File: src/rtl/gcr_pkg.sv
// Constants, offsets and field positions of the general control register bank.
package gcr_pkg;

    // Frame addresses of the registers held in this bank.
    localparam logic [4:0]  OFS_GCTRL1   = 5'h00;
    localparam logic [4:0]  OFS_GCTRL2   = 5'h01;
    localparam logic [4:0]  OFS_PWM2_DLY = 5'h0F;
    localparam logic [4:0]  OFS_PWM3_DLY = 5'h10;

    // Addresses whose physical target depends on the bank select bit.
    localparam logic [4:0]  OFS_BANKED_A = 5'h05;
    localparam logic [4:0]  OFS_BANKED_B = 5'h0A;
    localparam logic [4:0]  OFS_BANKED_C = 5'h0B;
    localparam logic [4:0]  OFS_BANKED_D = 5'h0C;
    localparam logic [4:0]  OFS_BANKED_E = 5'h0D;

    // Values after reset, and the write mask of control one.
    localparam logic [15:0] RST_GCTRL1   = 16'h0026;
    localparam logic [15:0] RST_GCTRL2   = 16'h4180;
    localparam logic [15:0] RST_DLY      = 16'h0A0A;
    localparam logic [15:0] GCTRL1_WMASK = 16'hFFAF;

    // Field positions of general control register one.
    localparam int B1_TOGGLE     = 0;
    localparam int B1_PERIOD     = 1;
    localparam int B1_OC_EN      = 2;
    localparam int B1_ADAPT_STEP = 3;
    localparam int B1_SPREAD     = 5;
    localparam int B1_UNLOCK     = 7;
    localparam int B1_OV_LEVEL   = 8;
    localparam int B1_BANK       = 9;
    localparam int B1_GAIN1_LO   = 10;
    localparam int B1_DIR1       = 12;
    localparam int B1_GAIN2_LO   = 13;
    localparam int B1_DIR2       = 15;

    // Field positions of general control register two.
    localparam int B2_WDG_DIS    = 9;
    localparam int B2_HOLD       = 10;
    localparam int B2_AGC_LO     = 11;
    localparam int B2_FILTER     = 13;
    localparam int B2_PASSIVE    = 14;
    localparam int B2_POST_DIS   = 15;

    localparam logic [1:0]  AGC_OFF      = 2'h0;
    localparam logic [1:0]  AGC_PREDIS   = 2'h1;
    localparam logic [6:0]  GAIN_BASE    = 7'h0A;

    // Timing at the 20 MHz system clock.
    localparam int CLK_HZ             = 20000000;
    localparam int CLK_NS             = 50;
    localparam int MS_NS              = 1000000;
    localparam int CYC_PER_MS         = MS_NS / CLK_NS;
    localparam int WDG_SHORT_MS       = 50;
    localparam int WDG_LONG_MS        = 200;
    localparam int SPREAD_KHZ_X10     = 156;
    localparam int SPREAD_CYC         = CLK_HZ / (SPREAD_KHZ_X10 * 100);

    function automatic logic is_banked(input logic [4:0] addr);
        return (addr == OFS_BANKED_A) || (addr == OFS_BANKED_B) || (addr == OFS_BANKED_C)
            || (addr == OFS_BANKED_D) || (addr == OFS_BANKED_E);
    endfunction

endpackage

File: src/rtl/gcr_wdg_if.sv
// Signals between the register bank and its watchdog timer.
`timescale 1ns/1ns
`default_nettype none
interface gcr_wdg_if;
    logic kick;
    logic enable;
    logic period_long;
    logic expired;
    modport ctrl  (output kick, output enable, output period_long, input expired);
    modport timer (input kick, input enable, input period_long, output expired);
endinterface
`default_nettype wire

File: src/rtl/gcr_general_control.sv
// General control register bank of the bridge driver with watchdog handling.
//
// Summary of operation
// - Each write to control one must invert the toggle, else fail safe.
// - After reset the watchdog toggle bit reads zero.
// - Period select gives 50 ms when clear, 200 ms when set; set by default.
// - Unlock bit seven allows setting the disable bit only in the next frame.
// - Disable bit nine stops the watchdog only right after an unlocking frame.
// - Clearing the disable bit re-enables the watchdog at once, no unlock needed.
// - Bank select bit nine routes shared offsets to active or free-wheeling set.
// - Addresses 05, 0A, 0B, 0C, 0D decode per bank; others are bank independent.
// - Gain codes 00, 01, 10, 11 mean 10, 20, 40, 80 volts per volt.
// - Direction bits 15 and 12 select unidirectional at zero, bidirectional at one.
// - Overvoltage level bit eight picks the low threshold at zero, high at one.
// - Reserved bits six and four of control one read zero, ignore writes.
// - Spread bit five off means no modulation; on gives 15.6 kHz modulation.
// - Adaptation step bit three selects one current step or two per adaptation.
// - Postcharge disable bit 15 of control two suppresses postcharge when set.
// - Passive bit 14 puts the bridge in passive mode; passive after reset.
// - Adaptive gate filter bit 13 enables filtering of charge-current adaptation.
// - Mode 00 all off, 01 pre-discharge only, 10 and 11 self adapting.
// - Hold current bit ten selects the lower or higher hold current pair.
// - Delay registers for channels two, three at 0F and 10, reset 0A0A.
`timescale 1ns/1ns
`default_nettype none
module gcr_general_control #(
    parameter int CYC_PER_MS = gcr_pkg::CYC_PER_MS
) (
    input  wire logic        clk,
    input  wire logic        rst_b,
    input  wire logic        frame_done,
    input  wire logic        frame_wr,
    input  wire logic [4:0]  frame_addr,
    input  wire logic [15:0] frame_wdata,
    output logic      [15:0] frame_rdata,
    output logic             frame_rvalid,
    output logic             ext_valid,
    output logic             ext_wr,
    output logic      [4:0]  ext_addr,
    output logic             ext_bank_alt,
    output logic      [15:0] ext_wdata,
    input  wire logic [15:0] ext_rdata,
    output logic             fail_safe,
    output logic             watchdog_active,
    output logic             watchdog_period_select,
    output logic             overcurrent_enable,
    output logic             precharge_adapt_step,
    output logic             spread_modulation,
    output logic             spread_tick,
    output logic             supply_overvoltage_level,
    output logic             bank_select,
    output logic      [1:0]  sense_gain_one,
    output logic      [1:0]  sense_gain_two,
    output logic      [6:0]  sense_gain_one_vpv,
    output logic      [6:0]  sense_gain_two_vpv,
    output logic             sense_direction_one,
    output logic             sense_direction_two,
    output logic             postcharge_disable,
    output logic             bridge_passive,
    output logic             adaptive_gate_filter,
    output logic      [1:0]  adaptive_gate_mode,
    output logic             adapt_enable,
    output logic             precharge_enable,
    output logic             predischarge_enable,
    output logic             gate_hold_current_select,
    output logic      [8:0]  general_control_two_low,
    output logic      [15:0] pwm2_switch_delays,
    output logic      [15:0] pwm3_switch_delays
);
    localparam logic [10:0] SPREAD_LAST = 11'(gcr_pkg::SPREAD_CYC - 1);

    // Reset release synchroniser.
    logic [1:0]  rst_pipe;
    logic        rst_sync_b;

    always_ff @(posedge clk or negedge rst_b) begin
        if (!rst_b) begin
            rst_pipe <= 2'h0;
        end else begin
            rst_pipe <= {rst_pipe[0], 1'b1};
        end
    end
    assign rst_sync_b = rst_pipe[1];

    // Register state.
    logic [15:0] general_control_one;
    logic [15:0] general_control_two;
    logic [15:0] next_gctrl1;
    logic [15:0] next_gctrl2;
    logic [15:0] next_dly2;
    logic [15:0] next_dly3;
    logic        unlock_prev;
    logic        next_unlock_prev;
    logic        fail_q;
    logic        next_fail;
    logic        wr_frame;

    gcr_wdg_if wdg ();

    gcr_watchdog #(
        .CYC_PER_MS (CYC_PER_MS)
    ) u_watchdog (
        .clk        (clk),
        .rst_sync_b (rst_sync_b),
        .wdg        (wdg.timer)
    );

    always_comb begin
        wr_frame         = frame_done && frame_wr;
        next_gctrl1      = general_control_one;
        next_gctrl2      = general_control_two;
        next_dly2        = pwm2_switch_delays;
        next_dly3        = pwm3_switch_delays;
        next_fail        = fail_q;
        // Any complete frame closes the unlock window of the frame before it.
        next_unlock_prev = frame_done ? 1'b0 : unlock_prev;
        if (wr_frame) begin
            if (frame_addr == gcr_pkg::OFS_GCTRL1) begin
                next_gctrl1      = frame_wdata & gcr_pkg::GCTRL1_WMASK;
                next_unlock_prev = frame_wdata[gcr_pkg::B1_UNLOCK];
                if (frame_wdata[gcr_pkg::B1_TOGGLE] == general_control_one[gcr_pkg::B1_TOGGLE]) begin
                    next_fail = 1'b1;
                end
            end else if (frame_addr == gcr_pkg::OFS_GCTRL2) begin
                next_gctrl2 = frame_wdata;
                // Setting needs the unlock frame just before; clearing never does.
                next_gctrl2[gcr_pkg::B2_WDG_DIS] = frame_wdata[gcr_pkg::B2_WDG_DIS]
                    && (general_control_two[gcr_pkg::B2_WDG_DIS] || unlock_prev);
            end else if (frame_addr == gcr_pkg::OFS_PWM2_DLY) begin
                next_dly2 = frame_wdata;
            end else if (frame_addr == gcr_pkg::OFS_PWM3_DLY) begin
                next_dly3 = frame_wdata;
            end
        end
        // Fail safe is held until reset; only asserting rst_b leaves it.
        if (wdg.expired) begin
            next_fail = 1'b1;
        end
    end

    always_ff @(posedge clk or negedge rst_sync_b) begin
        if (!rst_sync_b) begin
            general_control_one <= gcr_pkg::RST_GCTRL1;
            general_control_two <= gcr_pkg::RST_GCTRL2;
            pwm2_switch_delays  <= gcr_pkg::RST_DLY;
            pwm3_switch_delays  <= gcr_pkg::RST_DLY;
            unlock_prev         <= 1'b0;
            fail_q              <= 1'b0;
        end else begin
            general_control_one <= next_gctrl1;
            general_control_two <= next_gctrl2;
            pwm2_switch_delays  <= next_dly2;
            pwm3_switch_delays  <= next_dly3;
            unlock_prev         <= next_unlock_prev;
            fail_q              <= next_fail;
        end
    end

    // A valid toggle write restarts the window; the disable bit stops it.
    assign wdg.kick        = wr_frame && (frame_addr == gcr_pkg::OFS_GCTRL1)
        && (frame_wdata[gcr_pkg::B1_TOGGLE] != general_control_one[gcr_pkg::B1_TOGGLE]);
    assign wdg.enable      = !general_control_two[gcr_pkg::B2_WDG_DIS];
    assign wdg.period_long = general_control_one[gcr_pkg::B1_PERIOD];

    // Read and forward pipeline: forward in the cycle after the frame, answer one later.
    logic        own_hit;
    logic        rd_pend;
    logic        next_rd_pend;
    logic        rd_own;
    logic        next_rd_own;
    logic [15:0] own_data;
    logic [15:0] next_own_data;
    logic        next_ext_valid;
    logic        next_ext_bank_alt;
    logic        next_rvalid;
    logic [15:0] next_rdata;

    always_comb begin
        own_hit       = 1'b1;
        next_own_data = 16'h0000;
        if (frame_addr == gcr_pkg::OFS_GCTRL1) begin
            next_own_data = general_control_one;
        end else if (frame_addr == gcr_pkg::OFS_GCTRL2) begin
            next_own_data = general_control_two;
        end else if (frame_addr == gcr_pkg::OFS_PWM2_DLY) begin
            next_own_data = pwm2_switch_delays;
        end else if (frame_addr == gcr_pkg::OFS_PWM3_DLY) begin
            next_own_data = pwm3_switch_delays;
        end else begin
            own_hit = 1'b0;
        end
        next_rd_pend      = frame_done && !frame_wr;
        next_rd_own       = own_hit;
        next_ext_valid    = frame_done && !own_hit;
        next_ext_bank_alt = gcr_pkg::is_banked(frame_addr)
            && general_control_one[gcr_pkg::B1_BANK];
        next_rvalid       = rd_pend;
        next_rdata        = rd_own ? own_data : ext_rdata;
    end

    always_ff @(posedge clk or negedge rst_sync_b) begin
        if (!rst_sync_b) begin
            rd_pend      <= 1'b0;
            rd_own       <= 1'b0;
            own_data     <= 16'h0000;
            ext_valid    <= 1'b0;
            ext_wr       <= 1'b0;
            ext_addr     <= 5'h00;
            ext_bank_alt <= 1'b0;
            ext_wdata    <= 16'h0000;
            frame_rvalid <= 1'b0;
            frame_rdata  <= 16'h0000;
        end else begin
            rd_pend      <= next_rd_pend;
            rd_own       <= next_rd_own;
            own_data     <= next_own_data;
            ext_valid    <= next_ext_valid;
            ext_wr       <= frame_wr;
            ext_addr     <= frame_addr;
            ext_bank_alt <= next_ext_bank_alt;
            ext_wdata    <= frame_wdata;
            frame_rvalid <= next_rvalid;
            frame_rdata  <= next_rdata;
        end
    end

    // Modulation rate divider; it idles at zero so the first tick is a full period away.
    logic [10:0] spread_cnt;
    logic [10:0] next_spread_cnt;
    logic        next_spread_tick;

    always_comb begin
        next_spread_cnt  = 11'h000;
        next_spread_tick = 1'b0;
        if (general_control_one[gcr_pkg::B1_SPREAD]) begin
            if (spread_cnt == SPREAD_LAST) begin
                next_spread_tick = 1'b1;
            end else begin
                next_spread_cnt = spread_cnt + 11'h001;
            end
        end
    end

    always_ff @(posedge clk or negedge rst_sync_b) begin
        if (!rst_sync_b) begin
            spread_cnt  <= 11'h000;
            spread_tick <= 1'b0;
        end else begin
            spread_cnt  <= next_spread_cnt;
            spread_tick <= next_spread_tick;
        end
    end

    // Field outputs from the register flip-flops; watchdog_active is inverted and the gain values are decoded.
    assign fail_safe                = fail_q;
    assign watchdog_active          = !general_control_two[gcr_pkg::B2_WDG_DIS];
    assign watchdog_period_select   = general_control_one[gcr_pkg::B1_PERIOD];
    assign overcurrent_enable       = general_control_one[gcr_pkg::B1_OC_EN];
    assign precharge_adapt_step     = general_control_one[gcr_pkg::B1_ADAPT_STEP];
    assign spread_modulation        = general_control_one[gcr_pkg::B1_SPREAD];
    assign supply_overvoltage_level = general_control_one[gcr_pkg::B1_OV_LEVEL];
    assign bank_select              = general_control_one[gcr_pkg::B1_BANK];
    assign sense_gain_one           = general_control_one[gcr_pkg::B1_GAIN1_LO +: 2];
    assign sense_gain_two           = general_control_one[gcr_pkg::B1_GAIN2_LO +: 2];
    assign sense_gain_one_vpv       = gcr_pkg::GAIN_BASE << sense_gain_one;
    assign sense_gain_two_vpv       = gcr_pkg::GAIN_BASE << sense_gain_two;
    assign sense_direction_one      = general_control_one[gcr_pkg::B1_DIR1];
    assign sense_direction_two      = general_control_one[gcr_pkg::B1_DIR2];
    assign postcharge_disable       = general_control_two[gcr_pkg::B2_POST_DIS];
    assign bridge_passive           = general_control_two[gcr_pkg::B2_PASSIVE];
    assign adaptive_gate_filter     = general_control_two[gcr_pkg::B2_FILTER];
    assign adaptive_gate_mode       = general_control_two[gcr_pkg::B2_AGC_LO +: 2];
    assign gate_hold_current_select = general_control_two[gcr_pkg::B2_HOLD];
    assign general_control_two_low  = general_control_two[8:0];

    // The reserved code 11 behaves as the self-adapting mode.
    assign adapt_enable        = adaptive_gate_mode[1];
    assign precharge_enable    = adaptive_gate_mode[1];
    assign predischarge_enable = (adaptive_gate_mode != gcr_pkg::AGC_OFF);
endmodule
`default_nettype wire

File: src/rtl/gcr_watchdog.sv
// Watchdog timer counting millisecond ticks between valid toggle writes.
`timescale 1ns/1ns
`default_nettype none
module gcr_watchdog #(
    parameter int CYC_PER_MS = gcr_pkg::CYC_PER_MS
) (
    input  wire logic   clk,
    input  wire logic   rst_sync_b,
    gcr_wdg_if.timer    wdg
);
    localparam int DW = $clog2(CYC_PER_MS + 1);
    localparam logic [DW-1:0] DIV_LAST = DW'(CYC_PER_MS - 1);
    localparam logic [7:0] LIM_SHORT = 8'(gcr_pkg::WDG_SHORT_MS);
    localparam logic [7:0] LIM_LONG  = 8'(gcr_pkg::WDG_LONG_MS);

    logic [DW-1:0] div_cnt;
    logic [DW-1:0] next_div_cnt;
    logic [7:0]    ms_cnt;
    logic [7:0]    next_ms_cnt;
    logic          expired;
    logic          next_expired;
    logic          ms_tick;
    logic [7:0]    limit;

    always_comb begin
        ms_tick      = (div_cnt == DIV_LAST);
        limit        = wdg.period_long ? LIM_LONG : LIM_SHORT;
        next_div_cnt = ms_tick ? '0 : div_cnt + DW'(1);
        next_ms_cnt  = ms_cnt;
        next_expired = 1'b0;
        // A kick or a stopped watchdog restarts the whole window.
        if (wdg.kick || !wdg.enable) begin
            next_div_cnt = '0;
            next_ms_cnt  = '0;
        end else if (ms_tick) begin
            if (ms_cnt == limit - 8'h01) begin
                next_expired = 1'b1;
                next_ms_cnt  = '0;
            end else begin
                next_ms_cnt = ms_cnt + 8'h01;
            end
        end
    end

    always_ff @(posedge clk or negedge rst_sync_b) begin
        if (!rst_sync_b) begin
            div_cnt <= '0;
            ms_cnt  <= '0;
            expired <= 1'b0;
        end else begin
            div_cnt <= next_div_cnt;
            ms_cnt  <= next_ms_cnt;
            expired <= next_expired;
        end
    end

    assign wdg.expired = expired;
endmodule
`default_nettype wire

File: config.mk
export PLATFORM = sky130hd
export DESIGN_NAME = gcr_general_control
export DESIGN_NICKNAME = d
export VERILOG_FILES = /design/src/rtl/gcr_pkg.sv /design/src/rtl/gcr_wdg_if.sv /design/src/rtl/gcr_general_control.sv /design/src/rtl/gcr_watchdog.sv
export SDC_FILE = /design/constraint.sdc
export NUM_CORES = 1
export LEC_CHECK = 0
export BUFFER_PORTS_ARGS = -buffer_cell sky130_fd_sc_hd__buf_4
export CAP_MARGIN = 20
export CORE_ASPECT_RATIO = 0.8
export CORE_UTILIZATION = 50
export DETAILED_ROUTE_END_ITERATION = 12
export GPL_TIMING_DRIVEN = 0
export MAX_ROUTING_LAYER = met4
export PLACE_DENSITY_LB_ADDON = 0.2
export SYNTH_ARGS = -nofsm -noshare
export SYNTH_HDL_FRONTEND = slang
export SYNTH_SLANG_ARGS = --single-unit
File: constraint.sdc
create_clock -name clk -period 6.9 [get_ports clk]
set_input_delay 0.69 -clock clk [delete_from_list [all_inputs] [get_ports clk]]
set_output_delay 0.69 -clock clk [all_outputs]
set_load 0.05 [all_outputs]
==> results of run 1 <==
flip-flops by register name, indices dropped and copies added, names as in the netlist, 14 cells and up:
register / flops
u_watchdog.div_cnt: 15
pwm3_switch_delays: 16
pwm2_switch_delays: 16
general_control_two: 16
frame_rdata: 16
ext_wdata: 16
own_data: 16
general_control_one: 14
cell families (layout without fill, tap and decap cells):
logic type      count (synthesis)  count (layout)
flops                         161             161
simple gates                  133             133
mux                            85              85
compound gates                 56              56
buf+inv                        50             242
xor+xnor                       24              24
fa+ha+maj                       4               4
other cells                     2               3
Yosys cell counts, drive strengths merged, types with 2 or more instances:
cell    count
xor2       18
ha          4
or2         2
mux2i      14
nor2b       4
and2        4
dfrtp     147
nor4b       4
nor3        6
buf        31
nor4        4
nand3      24
nand4       8
dfstp      14
a22oi       2
inv        11
clkbuf      8
nand3b      2
mux2       71
a21oi      27
or3         2
xnor2       6
and4        2
conb        2
nor2       41
a221oi     14
o21ai      11
and3        4
nand2      20
worst max-delay path: stages:
cell and delay, ps:
buf_4 110, buf_4 220, nand4_1 120, nor2_2 430
nand3_2 360, buf_2 330, mux2_2 300
stage by stage:
step / power (mW) / util / instance area, um^2
CTS: 2.86 / 0.676 / 8700
detailed placement: 1.87 / 0.627 / 8070
global route: 2.96 / 0.676 / 8700
finish: 2.85 / 0.676 / 8700
floorplan: 1.65 / - / 6610
global placement: 1.85 / 0.623 / 8010
layout make-up:
class	instances	area [um^2]
sequential	161	4050
tap	175	219
clock inverter	12	158
buffer	39	249
multi-input combinational	305	2270
inverter	11	41.3
clock buffer	20	467
timing repair buffer	160	1240
fill	981	4170
power breakdown:
part | switching (mW) | leakage [nW] | internal [mW]
Clock | 0.386 | 0.286 | 0.597
Sequential | 0.114 | 2.00 | 1.06
Combinational | 0.446 | 1.99 | 0.246
layer usage:
| layer | track usage | wire length, um |
|---|---|---|
| met1 | 0.347 | 7130 |
| met5 | - | 0 |
| met2 | 0.371 | 7490 |
| met3 | 0.0712 | 1070 |
| met4 | 0.0944 | 261 |
worst paths after layout:
kind | end | slack [ps] | cells past startpoint
max in group asynchronous | general_control_two[8] | 5540 | 2
min in group clk | frame_rvalid | 360 | 0
setup reg to reg | u_watchdog.ms_cnt[6] | 4680 | 7
setup / recovery | pwm2_switch_delays[13] | 4660 | 7
hold / removal | rst_pipe[1] | 30 | 1
hold reg to reg | own_data[1] | 320 | 0
==> flow_metrics.env, run 1 <==
export IMPL_drc=0
export IMPL_dieArea_um2=13700
export IMPL_worstSetupStartpoint="frame_addr[0]"
export IMPL_maxSlewHeadroom=0.418
export IMPL_rsz0062_at_grt="no"
export IMPL_syn_instance_count=515
export IMPL_synthDistinctLibCells=44
export IMPL_gp_congestion=0.827
export IMPL_yosysTopAreaCell="dfrtp_1"
export IMPL_antenna_found_initial=0
export IMPL_clock_latency_ps=440
export IMPL_yosys_area_share_simple=0.109
export IMPL_wire_per_inst_um=18.1
export IMPL_cts_buffers=17
export IMPL_ir_drop_mv=0.187
export IMPL_p_per_area_nw_per_um2=328
export IMPL_final_nets=740
export IMPL_dp_slack_ps=4240
export IMPL_worstPathArrival_ps=2560
export IMPL_layout_commonest_cell="buf_4"
export IMPL_whs_ps=30.9
export IMPL_hold_buffers=0
export IMPL_end_kind="flop"
export IMPL_seq_area_frac_synth=0.613
export IMPL_setup_tns_ps=0
export IMPL_drt_iter0_drc=477
export IMPL_finalHoldViolCount=0
export IMPL_yosys_area_top_type_share=0.557
export IMPL_start_util=0.513
export IMPL_root_buffer="clkbuf_16"
export IMPL_drtPass1Iterations=4
export IMPL_numClockSinks=161
export IMPL_design_portCount=161
export IMPL_grt_max_degree=66
export IMPL_rows=37
export IMPL_setup_viol=0
export IMPL_synth_area_um2=6610
export IMPL_fp_dieH_um=105
export IMPL_synth_compound_area_share=0.0521
export IMPL_area_growth_pct=31.7
export IMPL_stdcell_count=883
export IMPL_fmax_mhz=446
export IMPL_crit_type="input pin to flop"
export IMPL_drt_wl_total_um=15900
export IMPL_async_flop_share=1.00
export IMPL_synth_warnings=0
export IMPL_drv_slew=0
export IMPL_status="finished, final reports clean"
export IMPL_p_leak_nw=4.28
export IMPL_fin_ws_ps=4660
export IMPL_synthXorXnorAreaFrac=0.0318
export IMPL_avgSynthCellArea_um2=12.8
export IMPL_synth_edf_count=0
export IMPL_maxCapViolations=0
export IMPL_final_antenna_net_count=0
export IMPL_synthAdderAreaFrac=0.00758
export IMPL_worstMarginPinSlew_ps=873
export IMPL_n_antenna_cell=0
export IMPL_start_kind="input pin"
export IMPL_place_inst=851
export IMPL_fin_crit_sh=0.325
export IMPL_final_cell_mix="buf_4, dfrtp_1, mux2_2"
export IMPL_cts_tree="yes"
export IMPL_hold_path_class="input pin to async pin"
export IMPL_vias_per_cell=5.28
export IMPL_fin_skew_ps=10.5
export IMPL_r2r_start="u_watchdog.div_cnt[0]"
export IMPL_post_dp_hpwl_um=10900
export IMPL_cp_required_ps=7220
export IMPL_grt_total_usage=0.257
export IMPL_cts_resized=0
export IMPL_grt_pass1_wl_um=25100
export IMPL_via_count=4660
export IMPL_gr_total_overflow=0
export IMPL_clkTransAtPathRegs_ps=60
export IMPL_ys_flop_type="dfrtp_1"
export IMPL_clockBufferDepth=2
export IMPL_drive_gt1_frac=0.446
export IMPL_first_global_vias=4628
export IMPL_yosys_top_cells_area="dfrtp_1, mux2_2, dfstp_2"
export IMPL_core_um2=12900
export IMPL_io_buffers=158
export IMPL_period_minus_slack_ps=2240
export IMPL_post_cts_buffers=0
export IMPL_critPathMaxFanout=10
export IMPL_die_x_um=131
export IMPL_synthMuxAreaShare=0.142
export IMPL_ys_ff_latch=161
export IMPL_h_tree_depth=4
export IMPL_synth_top_family_by_area="multiplexers"
No activity file was read; power rests on OpenSTA's default activity.
==> inputs of run 2 (changes only) <==
--- a/config.mk
+++ b/config.mk
@@ -5,6 +5,7 @@
 export SDC_FILE = /design/constraint.sdc
 export NUM_CORES = 1
 export LEC_CHECK = 0
+export ABC_AREA = 1
 export BUFFER_PORTS_ARGS = -buffer_cell sky130_fd_sc_hd__buf_4
 export CAP_MARGIN = 20
 export CORE_ASPECT_RATIO = 0.8
==> constraint.sdc (replaced) <==
create_clock -name clk -period 2.12 [get_ports clk]
set_input_delay 0.212 -clock clk [delete_from_list [all_inputs] [get_ports clk]]
set_output_delay 0.212 -clock clk [all_outputs]
set_load 0.05 [all_outputs]
==> run 2 against run 1 <==
- critical path depth rose by 3
- die area rose by 4.4%
- via count rose by 23%
- clock skew rose by 1.6 ps
- worst hold slack got worse by 23 ps
- largest power group unchanged
- critical path type is now flop to flop
- wire length rose by 14%
- register-to-register slack got worse by 4400 ps
- cell count rose by 27%
- global-route usage rose by 2.3 points
- combinational power rose to 3.1 times the previous value
==> flow_metrics.env, run 2 <==
export IMPL_ys_flop_type="dfrtp_1"
export IMPL_crit_type="flop to flop"
export IMPL_grt_total_usage=0.280
export IMPL_wire_per_inst_um=16.2
export IMPL_grt_pass1_wl_um=29100
export IMPL_h_tree_depth=4
export IMPL_n_antenna_cell=0
export IMPL_cts_buffers=17
export IMPL_start_kind="flop"
export IMPL_syn_instance_count=727
export IMPL_numClockSinks=161
export IMPL_hold_path_class="input pin to flop"
export IMPL_critPathMaxFanout=9
export IMPL_place_inst=1068
export IMPL_drt_iter0_drc=322
export IMPL_async_flop_share=1.00
export IMPL_worstMarginPinSlew_ps=846
export IMPL_cp_required_ps=2420
export IMPL_final_cell_mix="nand2_1, buf_4, dfrtp_1"
export IMPL_ys_ff_latch=161
export IMPL_synthDistinctLibCells=38
export IMPL_gp_congestion=0.896
export IMPL_setup_tns_ps=0
export IMPL_r2r_start="general_control_one[1]"
export IMPL_p_leak_nw=4.54
export IMPL_fin_skew_ps=12.1
export IMPL_fillCellCount=1048
export IMPL_vias_per_cell=5.09
export IMPL_synth_edf_count=0
export IMPL_synth_warnings=0
export IMPL_drtPass1Iterations=5
export IMPL_critPathMostFrequentCell="nand2_1"
export IMPL_ir_drop_mv=0.753
export IMPL_drv_slew=0
export IMPL_yosys_top_cells_area="dfrtp_1, nand2_1, dfstp_2"
export IMPL_clock_latency_ps=430
export IMPL_gr_total_overflow=0
export IMPL_root_buffer="clkbuf_16"
export IMPL_clkTransAtPathRegs_ps=70
export IMPL_period_minus_slack_ps=1850
export IMPL_grt_max_degree=67
export IMPL_final_area_um2=9260
export IMPL_cp_buffers_inverters=2
export IMPL_cts_tree="yes"
export IMPL_drt_wl_total_um=18200
export IMPL_design_portCount=161
export IMPL_synth_most_common_cell="nand2_1"
export IMPL_path_delay_family="simple AND/OR/NAND/NOR gates"
export IMPL_worstPathArrival_ps=2150
export IMPL_cp_slowest_cell="dfstp_2"
export IMPL_post_dp_hpwl_um=12400
export IMPL_seq_area_frac_synth=0.586
export IMPL_fin_crit_sh=0.871
export IMPL_synthTopCellsByCount="nand2_1, dfrtp_1, inv_1"
export IMPL_stdcell_count=1125
export IMPL_r2r_setup_slack_ps=270
export IMPL_end_kind="flop"
export IMPL_via_count=5725
export IMPL_r2r_cells=10
export IMPL_whs_ps=7.71
export IMPL_placed_area_um2=8370
export IMPL_rsz0062_at_grt="no"
export IMPL_avgSynthCellArea_um2=9.50
export IMPL_layout_commonest_cell="nand2_1"
export IMPL_finalHoldViolCount=0
export IMPL_area_growth_pct=34.1
export IMPL_setup_viol=0
export IMPL_holdPathEnd="frame_rdata[10]"
export IMPL_fp_dieH_um=107
export IMPL_cpPeakStageDelay_ps=520
export IMPL_start_util=0.511
export IMPL_drive_gt1_frac=0.304
export IMPL_yosysTopAreaCell="dfrtp_1"
export IMPL_synth_area_um2=6900
export IMPL_post_route_util=0.686
export IMPL_dieArea_um2=14300
export IMPL_hold_start="ext_rdata[10]"
export IMPL_antenna_found_initial=0
export IMPL_clockBufferDepth=2
export IMPL_die_x_um=133
export IMPL_core_um2=13500
export IMPL_hold_depth=2
export IMPL_yosys_area_top_type_share=0.533
export IMPL_rows=38
export IMPL_io_buffers=158
export IMPL_maxSlewHeadroom=0.436
export IMPL_final_nets=977
export IMPL_final_antenna_net_count=0
export IMPL_maxCapViolations=0
export IMPL_status="finished, final reports clean"
export IMPL_path_cells="buf_2 -> clkinv_1 -> nand2_1 -> nand2_1 -> nor2_1 -> nand2_1 -> nor2_1 -> nor2_1 -> nand3_1 -> nand2_1"
export IMPL_post_cts_buffers=0
export IMPL_reg2reg_to="u_watchdog.ms_cnt[5]"
export IMPL_drc=0
export IMPL_p_per_area_nw_per_um2=979
export IMPL_fmax_mhz=542
export IMPL_first_global_vias=5488
## run 2: changes by cell type after synthesis, sizes merged, moves of 10 or more
cell / before / now
a221oi: 14 / 0
nor2: 41 / 65
nand3: 24 / 34
o21ai: 11 / 69
a21oi: 27 / 4
mux2: 71 / 16
inv: 11 / 66
nand2: 20 / 200
mux2i: 14 / 0
nor3: 6 / 20
## run 2: cells by family after synthesis
logic type                 Yosys count  share of synthesized area
xor gates and xnor gates            15                     0.0190
adders and majority gates            4                    0.00725
AOI/OAI and AO/OA                   84                     0.0709
muxes                               16                     0.0261
other                                2                    0.00109
DFF                                161                      0.586
and+or+nand+nor                    337                      0.211
buffers and inverters              108                     0.0783
## run 2: per-layer routing
| metal | global-route usage | vias to the layer above | routed length [um] |
|---|---|---|---|
| met3 | 0.0534 | 31 | 1130 |
| met4 | 0.106 | 0 | 369 |
| met5 | - | - | 0 |
| met2 | 0.426 | 204 | 8420 |
| met1 | 0.374 | 2762 | 8250 |
| li1 | - | 2728 | - |
## run 2: layout make-up
type | count | area (um^2) | area share
sequential | 161 | 4050 | 0.437
multi-input combinational | 459 | 2320 | 0.251
timing repair buffer | 185 | 1480 | 0.160
clock buffer | 20 | 457 | 0.0493
buffer | 40 | 280 | 0.0303
inverter | 68 | 260 | 0.0281
tap | 180 | 225 | 0.0243
clock inverter | 12 | 183 | 0.0197
## run 2: worst max path at each step
stage	start	endpoint	slack (ps)	cells past startpoint
after floorplan	general_control_one[1]	u_watchdog.ms_cnt[2]	380	10
after global placement	rst_pipe[1]	frame_rdata[11]	-120	0
after detailed placement	general_control_one[1]	u_watchdog.ms_cnt[5]	330	10
after CTS	general_control_one[1]	u_watchdog.ms_cnt[5]	320	10
after global routing	general_control_one[1]	u_watchdog.ms_cnt[5]	80	10
final	general_control_one[1]	u_watchdog.ms_cnt[5]	270	10
## run 2: through the flow
stage	setup slack, ps	power, mW
CTS	316	9.11
global placement	-119	5.74
finish	274	9.06
detailed placement	329	5.77
global route	77.5	9.39
floorplan	385	5.08
## run 2: worst register-to-register path, stage by stage, from the launching register on
cell and delay [ps]:
dfstp_2 520, buf_2 180, clkinv_1 250, nand2_1 140
nand2_1 50, nor2_1 90, nand2_1 70, nor2_1 200
nor2_1 60, nand3_1 100, nand2_1 70
## run 2: power by group
part           leakage (nW)  switching (mW)  internal, mW
Sequential             2.05           0.248          3.37
Clock                 0.303            1.26          2.04
Combinational          2.19            1.47         0.681
## run 2: repair_timing
item                      in CTS  in global routing
hold endpoints to repair      27                  0
hold buffers                  25                  0
resized for setup              0                  0
==> inputs of run 3 (changes only) <==
--- a/config.mk
+++ b/config.mk
@@ -10,10 +10,11 @@
 export CAP_MARGIN = 20
 export CORE_ASPECT_RATIO = 0.8
 export CORE_UTILIZATION = 50
+export CTS_CLUSTER_DIAMETER = 150
 export DETAILED_ROUTE_END_ITERATION = 12
 export GPL_TIMING_DRIVEN = 0
 export MAX_ROUTING_LAYER = met4
-export PLACE_DENSITY_LB_ADDON = 0.2
+export PLACE_DENSITY = 0.86
 export SYNTH_ARGS = -nofsm -noshare
 export SYNTH_HDL_FRONTEND = slang
 export SYNTH_SLANG_ARGS = --single-unit
==> constraint.sdc (replaced) <==
create_clock -name clk -period 2.12 [get_ports clk]
set_input_delay 0.106 -clock clk [delete_from_list [all_inputs] [get_ports clk]]
set_output_delay 0.106 -clock clk [all_outputs]
set_load 0.05 [all_outputs]
==> run 3 against run 2 <==
- die area stayed put
- global-route usage is 0.62 points higher
- via count is 5.1% higher
- utilization is 0.49 points higher
- setup slack better by 34 ps
- sequential cell count stayed put
- power is 4.7% lower
- sequential power hardly changed
- combinational power is 2% higher
- register-to-register slack better by 30 ps
- critical path type unchanged
- highest routed layer unchanged
==> flow_metrics.env, run 3 (synthesis results as in run 2) <==
export IMPL_hold_path_class="input pin to flop"
export IMPL_holdPathEnd="ext_wdata[4]"
export IMPL_numClockSinks=161
export IMPL_start_util=0.511
export IMPL_grt_pass1_wl_um=29900
export IMPL_fin_crit_sh=0.855
export IMPL_first_global_vias=5870
export IMPL_fin_ws_ps=308
export IMPL_final_area_um2=9330
export IMPL_via_count=6017
export IMPL_fp_dieH_um=107
export IMPL_reg2reg_to="u_watchdog.ms_cnt[5]"
export IMPL_ir_drop_mv=0.714
export IMPL_drc=0
export IMPL_drt_iter0_drc=579
export IMPL_dieArea_um2=14300
export IMPL_cp_required_ps=2430
export IMPL_grt_max_degree=59
export IMPL_final_cell_mix="nand2_1, buf_4, dfrtp_1"
export IMPL_vias_per_cell=5.27
export IMPL_antenna_found_initial=0
export IMPL_fin_skew_ps=9.28
export IMPL_crit_type="flop to flop"
export IMPL_io_buffers=158
export IMPL_place_inst=1068
export IMPL_setup_tns_ps=0
export IMPL_setup_viol=0
export IMPL_gr_total_overflow=0
export IMPL_design_portCount=161
export IMPL_end_kind="flop"
export IMPL_grt_total_usage=0.286
export IMPL_status="finished, final reports clean"
export IMPL_cts_resized=0
export IMPL_finalHoldViolCount=0
export IMPL_critPathMaxFanout=9
export IMPL_post_route_util=0.691
export IMPL_p_per_area_nw_per_um2=927
export IMPL_r2r_start="general_control_one[1]"
export IMPL_placed_area_um2=8380
export IMPL_clkTransAtPathRegs_ps=70
export IMPL_r2r_cells=10
export IMPL_core_um2=13500
export IMPL_final_antenna_net_count=0
export IMPL_worstPathArrival_ps=2120
export IMPL_drt_wl_total_um=19000
export IMPL_stdcell_count=1141
export IMPL_h_tree_depth=4
export IMPL_total_power_mw=8.64
export IMPL_cts_tree="yes"
export IMPL_root_buffer="clkbuf_16"
export IMPL_rsz0062_at_grt="no"
export IMPL_period_minus_slack_ps=1810
export IMPL_die_x_um=133
export IMPL_drv_slew=0
export IMPL_clockBufferDepth=2
export IMPL_r2r_setup_slack_ps=310
export IMPL_dp_slack_ps=336
export IMPL_maxSlewHeadroom=0.541
export IMPL_cts_buffers=17
export IMPL_drive_gt1_frac=0.299
export IMPL_post_dp_hpwl_um=12900
export IMPL_whs_ps=343
export IMPL_hold_depth=2
export IMPL_wire_per_inst_um=16.7
export IMPL_drtPass1Iterations=5
export IMPL_start_kind="flop"
export IMPL_area_growth_pct=35.1
export IMPL_worstMarginPinSlew_ps=689
export IMPL_fillCellCount=1012
export IMPL_gp_congestion=0.915
export IMPL_n_antenna_cell=0
export IMPL_clock_latency_ps=430
export IMPL_final_nets=993
export IMPL_fmax_mhz=552
export IMPL_p_leak_nw=4.55
export IMPL_hold_start="frame_wdata[4]"
export IMPL_layout_commonest_cell="nand2_1"
export IMPL_rows=38
export IMPL_maxCapViolations=0
-- run 3: cell types whose count changed in the layout (fill, tap and decap cells not counted), sizes merged --
cell	before	now
dlygate4sd3	25	41
bufinv	4	0
inv	67	70
clkbuf	21	19
clkinvlp	3	5
clkinv	6	7
-- run 3: worst max-delay path by stage --
stage,depth (start not counted),end,startpoint
final,10,u_watchdog.ms_cnt[5],general_control_one[1]
after global routing,10,u_watchdog.ms_cnt[5],general_control_one[1]
after CTS,10,u_watchdog.ms_cnt[5],general_control_one[1]
after detailed placement,10,u_watchdog.ms_cnt[5],general_control_one[1]
after floorplan,10,u_watchdog.ms_cnt[2],general_control_one[1]
after global placement,0,u_watchdog.div_cnt[5],rst_pipe[1]
-- run 3: report_power, final --
part,switching [mW],internal (mW)
Combinational,1.50,0.702
Clock,1.31,1.51
Sequential,0.255,3.37
-- run 3: layout make-up --
cell class / count / area [um^2] / share of cell area
Buffer: 40 / 280 / 0.0301
Clock buffer: 18 / 429 / 0.0460
Clock inverter: 14 / 109 / 0.0117
Inverter: 68 / 260 / 0.0279
Multi-Input combinational cell: 459 / 2320 / 0.249
Sequential cell: 161 / 4050 / 0.434
Tap cell: 180 / 225 / 0.0242
Timing Repair Buffer: 201 / 1650 / 0.177
-- run 3: worst max-delay path, stage by stage (launching register included) --
cell and delay, ps:
dfstp_2 520, buf_2 180, clkinv_1 270, nand2_1 130
nand2_1 60, nor2_1 110, nand2_1 60, nor2_1 170
nor2_1 60, nand3_1 80, nand2_1 60
-- run 3: repair_timing --
| item | in CTS | in global routing |
|---|---|---|
| hold endpoints to repair | 71 | 0 |
| buffers inserted | 0 | 0 |
| hold buffers | 41 | 0 |
-- run 3: metal layers --
layer	GRT usage	wire (um)	up-vias
li1	-	-	2754
met1	0.363	8120	2923
met2	0.450	9020	298
met3	0.0634	1420	42
met4	0.111	493	0
met5	-	0	-
